File: src/core/lhp_defines.vh
// Constants for the LCD host write port
`ifndef LHP_DEFINES_VH
`define LHP_DEFINES_VH
`define LHP_BYTE_W 8
`define LHP_NIB_W 4
`define LHP_BITCNT_W 3
`define LHP_LAST_BIT 3'h7
`define LHP_FIFO_DEPTH 8
`define LHP_FIFO_AW 3
`define LHP_WORD_W 9
`define LHP_DC_BIT 8
`define LHP_CMD_PSAVE_HI 4'h0
`define LHP_CMD_PSAVE_MASK 8'hF0
`define LHP_CMD_PSAVE 8'h40
`define LHP_CMD_PWR 8'h20
`define LHP_CMD_PWR_MASK 8'hF0
`define LHP_CMD_ECTL 8'h28
`define LHP_ECTL_RST 5'h00
`define LHP_PSAVE_BIT 0
`define LHP_OSC_BIT 1
`define LHP_PWR_BIT 0
`define LHP_XCK_HOLD 6'h20
`endif

File: src/core/lhp_sync.v
// Two-flop synchroniser bank for pin inputs
`timescale 1ns/1ps
module lhp_sync #(
   parameter W = 1
) (
   input wire mclk, // System clock
   input wire ce, // Clock enable
   input wire [W-1:0] d, // Asynchronous inputs
   output wire [W-1:0] q // Synchronised outputs
);
   reg [W-1:0] s1_r; // First stage, read only by the second stage
   reg [W-1:0] s2_r; // Second stage
   // No reset: pins settle within two cycles anyway
   always @(posedge mclk) begin
      if (ce) begin
         s1_r <= d;
         s2_r <= s1_r;
      end
   end
   assign q = s2_r;
endmodule

File: src/core/lhp_fifo.v
// Small synchronous FIFO with valid/ready on both sides
`timescale 1ns/1ps
module lhp_fifo #(
   parameter W = 9,
   parameter DEPTH = 8,
   parameter AW = 3
) (
   input wire mclk, // System clock
   input wire rst, // Synchronous reset, active high
   input wire ce, // Clock enable
   input wire [W-1:0] in_data, // Word to store
   input wire in_valid, // Word offered
   output wire in_ready, // Room available
   output reg [W-1:0] out_data, // Oldest word
   output wire out_valid, // Word available
   input wire out_ready // Consumer takes word
);
   reg [W-1:0] mem [0:DEPTH-1]; // Storage
   reg [AW-1:0] wp_r; // Write pointer
   reg [AW-1:0] rp_r; // Read pointer
   reg [AW:0] cnt_r; // Occupancy
   wire push; // Accepted write
   wire pop; // Accepted read
   assign in_ready = (cnt_r != DEPTH);
   assign out_valid = (cnt_r != 0);
   assign push = in_valid & in_ready;
   assign pop = out_valid & out_ready;
   // Pointers and occupancy
   always @(posedge mclk) begin
      if (rst) begin
         wp_r <= {AW{1'b0}};
         rp_r <= {AW{1'b0}};
         cnt_r <= {(AW+1){1'b0}};
      end else if (ce) begin
         if (push) begin
            wp_r <= wp_r + 1'b1;
         end
         if (pop) begin
            rp_r <= rp_r + 1'b1;
         end
         if (push & ~pop) begin
            cnt_r <= cnt_r + 1'b1;
         end else if (pop & ~push) begin
            cnt_r <= cnt_r - 1'b1;
         end
      end
   end
   // Storage write
   always @(posedge mclk) begin
      if (ce & push) begin
         mem[wp_r] <= in_data;
      end
   end
   // Head word shown combinationally from storage
   always @* begin
      out_data = mem[rp_r];
   end
endmodule

File: src/core/lhp_port.v
// Write-only host port: parallel 4/8-bit, 68/80 strobes, serial link
`timescale 1ns/1ps
`include "lhp_defines.vh"
module lhp_port (
   input wire mclk, // System clock, 40 MHz
   input wire rst, // Synchronous reset, active high
   input wire ce, // Clock enable, freezes state when low
   input wire chip_init_n, // Device init pin, active low
   input wire chip_select_n, // Chip select pin, active low
   input wire serial_parallel_select, // High parallel, low serial
   input wire bus_style_select, // High 68-style, low 80-style
   input wire width_select, // High 8-bit, low 4-bit
   input wire data_command_select, // 0 command, 1 display data
   input wire write_strobe, // Write strobe or enable pin
   input wire [7:0] data_bus, // Parallel data pins
   input wire serial_data_in, // Serial data pin
   input wire serial_clock_in, // Serial clock pin
   input wire external_clock_in, // External clock pin
   output reg [7:0] wr_data, // Byte to core
   output reg wr_is_data, // 1 display data, 0 command
   output wire wr_valid, // Byte available to core
   input wire wr_ready, // Core takes byte
   output wire in_ready, // Buffer has room
   output reg standby_r, // Standby mode active
   output reg osc_on_r, // Oscillator enabled
   output reg power_on_r, // Power circuit enabled
   output reg [4:0] contrast_r, // Drive voltage step code
   output reg [4:0] drive_level_r, // Inverse step, 31 is largest drive
   output reg clock_ok_r, // Amplifier clock source running
   output reg overrun_r // Byte lost on full buffer
);
   // Pins synchronised together so their relative order holds
   wire [17:0] pin_s; // Synchronised pin bank
   wire init_n_s; // Synced init
   wire cs_n_s; // Synced chip select
   wire par_s; // Synced interface select
   wire m68_s; // Synced bus style
   wire w8_s; // Synced width select
   wire dc_s; // Synced data/command
   wire strb_s; // Synced strobe
   wire [7:0] db_s; // Synced data pins
   wire sdi_s; // Synced serial data
   wire sck_s; // Synced serial clock
   wire xck_s; // Synced external clock
   lhp_sync #(.W(18)) u_sync (
      .mclk(mclk),
      .ce(ce),
      .d({chip_init_n, chip_select_n, serial_parallel_select,
          bus_style_select, width_select, data_command_select,
          write_strobe, data_bus[7:4], data_bus[3:0],
          serial_data_in, serial_clock_in, external_clock_in}),
      .q(pin_s)
   );
   assign init_n_s = pin_s[17];
   assign cs_n_s = pin_s[16];
   assign par_s = pin_s[15];
   assign m68_s = pin_s[14];
   assign w8_s = pin_s[13];
   assign dc_s = pin_s[12];
   assign strb_s = pin_s[11];
   assign db_s = pin_s[10:3];
   assign sdi_s = pin_s[2];
   assign sck_s = pin_s[1];
   assign xck_s = pin_s[0];

   // Local init: system reset or device pin held low, level-sensitive
   wire init; // Combined init
   assign init = rst | ~init_n_s;

   // Edge history for strobe, serial clock and external clock
   reg strb_d_r; // Previous strobe
   reg sck_d_r; // Previous serial clock
   reg xck1_r; // External clock stage one
   reg xck2_r; // External clock stage two
   reg xck3_r; // External clock previous
   wire sel; // Chip selected
   wire strb_latch; // Parallel latch edge
   wire sck_rise; // Serial clock rising
   assign sel = ~cs_n_s;
   // 68-style latches on falling enable, 80-style on rising strobe
   assign strb_latch = m68_s ? (strb_d_r & ~strb_s)
                             : (~strb_d_r & strb_s);
   assign sck_rise = ~sck_d_r & sck_s;

   // Edge history process
   always @(posedge mclk) begin
      if (init) begin
         strb_d_r <= 1'b0;
         sck_d_r <= 1'b0;
      end else if (ce) begin
         strb_d_r <= strb_s;
         sck_d_r <= sck_s;
      end
   end

   // Parallel nibble pairing and serial shifter
   reg nib_hi_r; // High nibble already taken
   reg [3:0] nib_r; // Held high nibble
   reg [7:0] shift_r; // Serial shift register
   reg [2:0] bitcnt_r; // Serial bit counter
   reg [8:0] word_nxt; // Word to push, select in top bit
   reg push_nxt; // Push request this cycle
   // Receive process: ignores everything while deselected
   always @(posedge mclk) begin
      if (init) begin
         nib_hi_r <= 1'b0;
         nib_r <= 4'h0;
         shift_r <= 8'h00;
         bitcnt_r <= 3'h0;
      end else if (ce) begin
         if (!sel) begin
            shift_r <= 8'h00;
            bitcnt_r <= 3'h0;
            nib_hi_r <= 1'b0;
         end else if (par_s) begin
            // Leftover serial state never mixes into parallel bytes
            bitcnt_r <= 3'h0;
            if (strb_latch && !w8_s) begin
               nib_hi_r <= ~nib_hi_r;
               nib_r <= db_s[7:4];
            end
         end else begin
            nib_hi_r <= 1'b0;
            if (sck_rise) begin
               shift_r <= {shift_r[6:0], sdi_s};
               bitcnt_r <= bitcnt_r + 3'h1;
            end
         end
      end
   end

   // Word assembly feeding the buffer
   always @* begin
      word_nxt = 9'h000;
      push_nxt = 1'b0;
      if (sel && par_s && strb_latch) begin
         if (w8_s) begin
            word_nxt = {dc_s, db_s};
            push_nxt = 1'b1;
         end else if (nib_hi_r) begin
            word_nxt = {dc_s, nib_r, db_s[7:4]};
            push_nxt = 1'b1;
         end
      end else if (sel && !par_s && sck_rise &&
                   bitcnt_r == `LHP_LAST_BIT) begin
         word_nxt = {dc_s, shift_r[6:0], sdi_s};
         push_nxt = 1'b1;
      end
   end

   // Buffer between pin side and core side
   wire fifo_ready; // Buffer room
   wire fifo_valid; // Buffer head valid
   wire [8:0] fifo_head; // Buffer head word
   wire take; // Local command decode takes the word too
   lhp_fifo #(.W(`LHP_WORD_W), .DEPTH(`LHP_FIFO_DEPTH),
              .AW(`LHP_FIFO_AW)) u_fifo (
      .mclk(mclk),
      .rst(init),
      .ce(ce),
      .in_data(word_nxt),
      .in_valid(push_nxt),
      .in_ready(fifo_ready),
      .out_data(fifo_head),
      .out_valid(fifo_valid),
      .out_ready(wr_ready)
   );
   assign in_ready = fifo_ready;
   assign wr_valid = fifo_valid;
   assign take = fifo_valid & wr_ready;

   // Data output copy: head shown from flops, refreshed each cycle
   always @(posedge mclk) begin
      if (init) begin
         wr_data <= 8'h00;
         wr_is_data <= 1'b0;
      end else if (ce) begin
         wr_data <= fifo_head[7:0];
         wr_is_data <= fifo_head[`LHP_DC_BIT];
      end
   end

   // Overrun: no strobe back-pressure exists on a write-only pin bus
   always @(posedge mclk) begin
      if (init) begin
         overrun_r <= 1'b0;
      end else if (ce && push_nxt && !fifo_ready) begin
         overrun_r <= 1'b1;
      end
   end

   // Mode commands seen as they leave the buffer
   wire is_cmd; // Head is a command
   reg ectl_arm_r; // Next word taken, if display data, is contrast code
   assign is_cmd = ~fifo_head[`LHP_DC_BIT];
   always @(posedge mclk) begin
      if (init) begin
         standby_r <= 1'b0;
         osc_on_r <= 1'b0;
         power_on_r <= 1'b0;
         contrast_r <= `LHP_ECTL_RST;
         drive_level_r <= 5'h1F;
         ectl_arm_r <= 1'b0;
      end else if (ce && take) begin
         ectl_arm_r <= 1'b0;
         if (is_cmd && (fifo_head[7:0] & `LHP_CMD_PSAVE_MASK) ==
             `LHP_CMD_PSAVE) begin
            standby_r <= fifo_head[`LHP_PSAVE_BIT];
            osc_on_r <= fifo_head[`LHP_OSC_BIT];
         end else if (is_cmd && fifo_head[7:0] == `LHP_CMD_ECTL) begin
            // Exact contrast code checked first, it shares the power mask
            ectl_arm_r <= 1'b1;
         end else if (is_cmd && (fifo_head[7:0] & `LHP_CMD_PWR_MASK) ==
                      `LHP_CMD_PWR) begin
            power_on_r <= fifo_head[`LHP_PWR_BIT];
         end else if (!is_cmd && ectl_arm_r) begin
            // Code zero is largest drive, thirty-one smallest
            contrast_r <= fifo_head[4:0];
            drive_level_r <= 5'h1F - fifo_head[4:0];
         end
      end
   end

   // Clock source check for the amplifier: oscillator or toggling pin
   // Each pin edge reloads a hold count so a slow clock reads steady
   reg [5:0] xck_cnt_r; // Cycles left since last pin edge
   always @(posedge mclk) begin
      if (init) begin
         xck1_r <= 1'b1;
         xck2_r <= 1'b1;
         xck3_r <= 1'b1;
         xck_cnt_r <= 6'h00;
         clock_ok_r <= 1'b0;
      end else if (ce) begin
         xck1_r <= xck_s;
         xck2_r <= xck1_r;
         xck3_r <= xck2_r;
         if (xck2_r ^ xck3_r) begin
            xck_cnt_r <= `LHP_XCK_HOLD;
         end else if (xck_cnt_r != 6'h00) begin
            xck_cnt_r <= xck_cnt_r - 6'h01;
         end
         clock_ok_r <= osc_on_r | (xck_cnt_r != 6'h00);
      end
   end
endmodule

File: config.mk
export PLATFORM = sky130hd
export DESIGN_NAME = lhp_port
export DESIGN_NICKNAME = d
export VERILOG_FILES = /design/src/core/lhp_sync.v /design/src/core/lhp_fifo.v /design/src/core/lhp_port.v
export VERILOG_INCLUDE_DIRS = /design/src /design/src/core
export SDC_FILE = /design/constraint.sdc
export NUM_CORES = 1
export LEC_CHECK = 0
export CORE_ASPECT_RATIO = 2
export CORE_MARGIN = 2
export CORE_UTILIZATION = 40
export CTS_CLUSTER_SIZE = 14
export DETAILED_ROUTE_END_ITERATION = 8
export DONT_BUFFER_PORTS = 1
export PLACE_DENSITY = 0.63
export SLEW_MARGIN = 40
export SYNTH_ARGS = -nofsm -noshare
export SYNTH_HDL_FRONTEND = slang
export SYNTH_HIERARCHICAL = 1
export SYNTH_SLANG_ARGS = --single-unit
File: constraint.sdc
create_clock -name mclk -period 3.37 [get_ports mclk]
set_input_delay 0.337 -clock mclk [delete_from_list [all_inputs] [get_ports mclk]]
set_output_delay 0.337 -clock mclk [all_outputs]
set_load 0.005 [all_outputs]
Yosys cells after proc, flatten, opt, wreduce, memory -nomap -nowiden

Memories as Yosys holds them, arrays and structs flattened. A register that Yosys moved wholly into a read port is not among the register bits.
Index checks and enable logic that the tools add are counted.

Add/sub/neg operators: 7
Reductions and logical operators: 33
Equality and inequality tests: 7
Multiplexer cells: 28
Bitwise operators: 23

Operator list:

| kind                  | count |
|---|---|
| $mux W9               | 4 |
| $mux W7               | 3 |
| $mux W3               | 5 |
| $reduce_and A2 Y1     | 7 |
| $logic_and A1 B1 Y1   | 13 |
| $mux W1               | 12 |
| $mux W6               | 2 |
| $not A1 Y1            | 12 |
| $add A3 B1 Y3 const B | 3 |
| $and A1 B1 Y1         | 8 |
| $eq A8 B6 Y1 const B  | 1 |
| $mux W4               | 2 |
| $reduce_and A4 Y1     | 2 |
| $reduce_bool A2 Y1    | 3 |
| $reduce_bool A6 Y1    | 1 |
| $sub A6 B1 Y6 const B | 1 |
| $reduce_and A5 Y1     | 1 |
| $sub A5 B5 Y5 const A | 1 |
| $add A4 B1 Y4 const B | 1 |
| $eq A4 B2 Y1 const B  | 1 |
| $eq A4 B3 Y1 const B  | 1 |
| $ne A4 B4 Y1 const B  | 1 |
| $reduce_bool A4 Y1    | 1 |
| $sub A4 B1 Y4 const B | 1 |
| other kinds (8)       | 11 |

Word-level logic and storage cells: 124
RAM bits: 72
Memories kept: 1
Input bits: 22
Register bits: 97

Memories:

| name       | words | width | read ports | clocked after memory_dff | wr ports | line          | source |
|---|---|---|---|---|---|---|---|
| u_fifo.mem | 8     | 9     | 1          | 1                        | 1        | lhp_fifo.v:18 | `reg [W-1:0] mem [0:DEPTH-1];` |

Longest topological paths before layout

Depth in word-level cells: 11
Depth in mapped cells: 13
Depth with buffers taken out: 12

Hierarchy

Netlist, hierarchy kept.

Modules (own cells, without submodules):

| module   | instances | area an instance (um2) | cells each |
|---|---|---|---|
| lhp_fifo | 1         | 3355.7                 | 174 |
| lhp_port | 1         | 2267.2                 | 254 |
| lhp_sync | 1         | 1081.0                 | 36 |

Worst setup path after synthesis

Ideal clock, no wire load.

Path kind: register -> register
From: reg bitcnt_r[0]
To: reg u_fifo.cnt_r[3]
Data required time: 3303 ps
Setup time: 67 ps
Slack: 410 ps
Data arrival time: 2894 ps
Clock period less this slack: 2960 ps
Buffers on the path: 1
Cell stages (with the launch flop): 14
Cell sequence: dfxtp_1 > ha_1 > ha_1 > and3_1 > clkbuf_2 > nand2b_1 > and2_1 > ha_1 > inv_1 > ha_1 > and3_2 > or4b_1 > a21o_1 > a21oi_2

Longest elaborated chain between the ends: 9

RTL lines:

| what                                     | line           | source |
|---|---|---|
| start, declared                          | lhp_port.v:100 | `reg [2:0] bitcnt_r;` |
| start signal, assigned                   | lhp_port.v:126 | `bitcnt_r <= bitcnt_r + 3'h1;` |
| $eq A3 B3 Y1 (no source line) (*)        | -              |  |
| $logic_and A1 B1 Y1 (no source line) (*) | -              |  |
| $mux W1 (*)                              | lhp_port.v:144 | `end else if (sel && !par_s && sck_rise &&` |
| $mux W1 (*)                              | lhp_port.v:136 | `if (sel && par_s && strb_latch) begin` |
| named net push_nxt                       | lhp_port.v:102 | `reg push_nxt;` |
| $and A1 B1 Y1 (*)                        | lhp_fifo.v:26  | `assign push = in_valid & in_ready;` |
| $not A1 Y1                               | lhp_fifo.v:43  | `end else if (pop & ~push) begin` |
| $and A1 B1 Y1                            | lhp_fifo.v:43  |  |
| $reduce_bool A2 Y1 (no source line)      | -              |  |
| $reduce_and A2 Y1 (no source line)       | -              |  |
| end signal, assigned                     | lhp_fifo.v:33  | `cnt_r <= {(AW+1){1'b0}};` |
| end signal, assigned                     | lhp_fifo.v:42  | `cnt_r <= cnt_r + 1'b1;` |
| end signal, assigned                     | lhp_fifo.v:44  | `cnt_r <= cnt_r - 1'b1;` |
| end, declared                            | lhp_fifo.v:21  | `reg [AW:0] cnt_r;` |

Mark *: on every way through the listed nets, which the timed path passes. The rest lies on a longest branch.
A chain may end at the register's enable or synchronous reset.

Worst setup path in the final report

Ends and elaborated chain as after synthesis.

==> impl_metrics.env <==
export IMPL_swShare=0.2077
export IMPL_p_clk_frac=0.426
export IMPL_intPower_mw=3.270
export IMPL_met1Wirelength_um=4866
export IMPL_drt_iter0_markers=129
export IMPL_place_gp_congestion=0.7115
export IMPL_min_path_cells=1
export IMPL_power_switching_uw=857.5
export IMPL_ys_types=57
export IMPL_wl_per_cell_um=16.57
export IMPL_p_leak_nw=2.671
export IMPL_crit_path_frequent_cell="ha_1"
export IMPL_grt_pass1_wl_um=19040
export IMPL_wl_met3_um=433
export IMPL_crit_arrival_ns=3.45
export IMPL_dr_pass1_iters=4
export IMPL_finalSetupViolCount=0
export IMPL_max_slew_margin=0.4488
export IMPL_die_x_um=95.54
export IMPL_ir_drop_v=0.0004153
export IMPL_critPathKind="reg -> reg"
export IMPL_period_minus_slack_ns=3.098
export IMPL_first_global_vias=3755
export IMPL_r2r_slack_ns=0.27
export IMPL_synth_edff_count=108
export IMPL_synth_nets=496
export IMPL_synth_seq_cells=172
export IMPL_hold_path_class="in -> reg"
export IMPL_timing_fmax_mhz=322.7
export IMPL_vias=3714
export IMPL_status="finished clean"
export IMPL_end_kind="flip-flop"
export IMPL_die_y_um=187.1
export IMPL_top_layer="met4"
export IMPL_hold_violations=0
export IMPL_routed_wl_um=11900
export IMPL_clk_latency_ns=0.42
export IMPL_yosysMostFrequentCell="edfxtp_1"
export IMPL_cp_num_buf_inv=1
export IMPL_cp_cell_sequence="ha_1, ha_1, and3_1, nand2b_1, and2_1, ha_1, inv_1, ha_1, and3_2, or4b_1, a21o_1, a21oi_2"
export IMPL_yosys_top_cells_area="edfxtp_1, dfxtp_1, mux4_2"
export IMPL_grt_overflow_total=0
export IMPL_power_density_nw_per_um2=535.3
export IMPL_slew_violations=0
export IMPL_required_ns=3.72
export IMPL_yosys_area_top_type="edfxtp_1"
export IMPL_setup_ws_ns=0.2716
export IMPL_syn_area_per_cell_um2=14.45
export IMPL_setup_tns_ns=0
export IMPL_antenna_found_initial=0
export IMPL_placementRows=67
export IMPL_yosys_warnings=6
export IMPL_cts_buffers=17
export IMPL_cts_root_buf="clkbuf_16"
export IMPL_seq_area_frac_synth=0.6749
export IMPL_worstMarginPinSlew_ns=0.8182
export IMPL_clock_path_buffers=2
export IMPL_synth_common_cells="edfxtp_1, dfxtp_1, nor2_1"
export IMPL_final_nets=530
export IMPL_holdCritStartpoint="ce"
export IMPL_fill_cells=1453
export IMPL_dp_final_hpwl_um=7869
export IMPL_startpoint="bitcnt_r[0]"
export IMPL_combPwrFrac=0.022
export IMPL_ios=48
export IMPL_fin_total_pwr_mw=4.128
export IMPL_r2r_end="u_fifo/cnt_r[3]"
export IMPL_ant_nets=0
export IMPL_power_frac_seq=0.552
export IMPL_r2r_cells=12
export IMPL_synth_cells=464
export IMPL_htreeDepth=4
export IMPL_worstReg2RegStart="bitcnt_r[0]"
export IMPL_regArea_um2=4524
export IMPL_grt_use_total=0.1414
export IMPL_postSynth_asyncResetShare=0
export IMPL_critical_path_top_delay_family="simple AND/OR/NAND/NOR gates"
export IMPL_io_buffers=0
export IMPL_cts_tree="done"
export IMPL_wl_met2_um=6448
export IMPL_cp_start_kind="flip-flop"
export IMPL_worstPathMaxFanout=5
export IMPL_layout_drive_gt1_share=0.1624
export IMPL_finalCritPeriodShare=0.9194
export IMPL_dp_slack_ns=0.2612
export IMPL_n_antenna_cell=0
export IMPL_core_um2=16600
export IMPL_finalClockSkew_ns=0.008801
export IMPL_initial_core_util=0.4039
export IMPL_multi_input_area_um2=2061
export IMPL_critical_path_slowest_cell="or4b_1"
export IMPL_area_growth_syn_to_layout_pct=15.02
export IMPL_whs_endpoint="clock_ok_r"
export IMPL_clk_pin_slew_ns=0.06
export IMPL_maxCapViolations=0
export IMPL_synth_ff_type="edfxtp_1"
export IMPL_rsz0062_at_grt="false"
export IMPL_synth_top_area_frac=0.4838
export IMPL_post_cts_buffers=0
export IMPL_cts_sinks=172
export IMPL_die_area_um2=17870
export IMPL_synthesis_area_um2=6704
export IMPL_via_per_inst=5.173
export IMPL_cp_depth=12
export IMPL_critical_path_max_stage_delay_ns=0.52
export IMPL_grt_start_max_net_pins=74
export IMPL_drc=0
-- power groups by stage --
stage	combinational, mW	clock [mW]	sequential [mW]
after floorplan	0.0628	0	2.32
after global placement	0.0730	0	2.32
after detailed placement	0.0743	0	2.32
after CTS	0.0908	1.80	2.28
after global routing	0.0992	1.88	2.28
final	0.0903	1.76	2.28
-- how the worst max path moves through the flow --
| stage | endpoint | slack [ns] |
|---|---|---|
| floorplan | u_fifo/cnt_r[3] | 0.41 |
| global placement | u_fifo/cnt_r[3] | 0.35 |
| detailed placement | u_fifo/cnt_r[3] | 0.26 |
| CTS | u_fifo/cnt_r[3] | 0.24 |
| global route | u_fifo/cnt_r[3] | 0.11 |
| finish | u_fifo/cnt_r[3] | 0.27 |
-- metrics by stage --
step	area, um^2	hold WS [ns]	util	instances
2_1_floorplan	6704	0.4003	-	464
3_5_place_dp	6989	0.4045	0.4211	668
5_1_grt	7711	0.007520	0.4646	718
4_1_cts	7706	0.0001505	0.4643	718
3_3_place_gp	6989	0.4013	0.4211	668
6_report	7711	0.02401	0.4646	718
-- cell usage in the layout (no fill, tap or decap), drive strengths merged, types with 3 or more instances in the layout --
cell type,synthesis,routed
a21oi,6,6
dlygate4sd3,0,18
nor3,7,7
nand2,35,35
mux4,18,18
mux2i,32,32
nor2b,6,6
o21ai,20,20
o211ai,7,7
clkbuf,3,19
or4b,3,3
ha,9,9
edfxtp,108,108
o31ai,3,3
o22ai,6,6
and3,4,4
nand3,18,18
dfxtp,64,64
xnor2,3,3
nor2,41,41
mux2,9,9
buf,15,16
inv,8,11
xor2,5,5
clkinv,0,8
nand2b,4,4
-- per-layer routing --
metal  up-vias  global-route usage
li1       1812                   -
met1      1820              0.1596
met2        70              0.2534
met3        12             0.03546
met4         0             0.04615
met5         -                   0
-- flip-flops by register name, summed over array words and instances (netlist names), 3 cells and up, named ones only --
register and count:
u_sync/q 18, u_sync/s1_r 18, u_fifo/rp_r 3, drive_level_r 5, nib_r 4, wr_data 8
bitcnt_r 3, u_fifo/cnt_r 4, u_fifo/mem 72, u_fifo/wp_r 3, contrast_r 5, shift_r 7
xck_cnt_r 6
-- timing repair --
item,in CTS,in global routing
resized for setup,0,1
hold buffers,18,0
endpoints found under the setup margin,0,1
hold endpoints to repair,18,0
-- logic make-up after synthesis --
family,share of synthesized area
AO/OA/AOI/OAI,0.05786
XOR/XNOR,0.01045
adder cells (fa/ha/maj),0.01978
buffers and inverters,0.01885
flip-flops,0.6749
multiplexers,0.1234
AND/OR/NAND/NOR,0.09481
-- layout make-up --
class	count	share of cell area
clock buffer	19	0.05744
sequential	172	0.5867
inverter	8	0.003894
tap	207	0.03359
multi-input combinational	265	0.2672
timing repair buffer	34	0.03894
clock inverter	13	0.01217
Note: power is estimated with default switching activity, not from simulation.
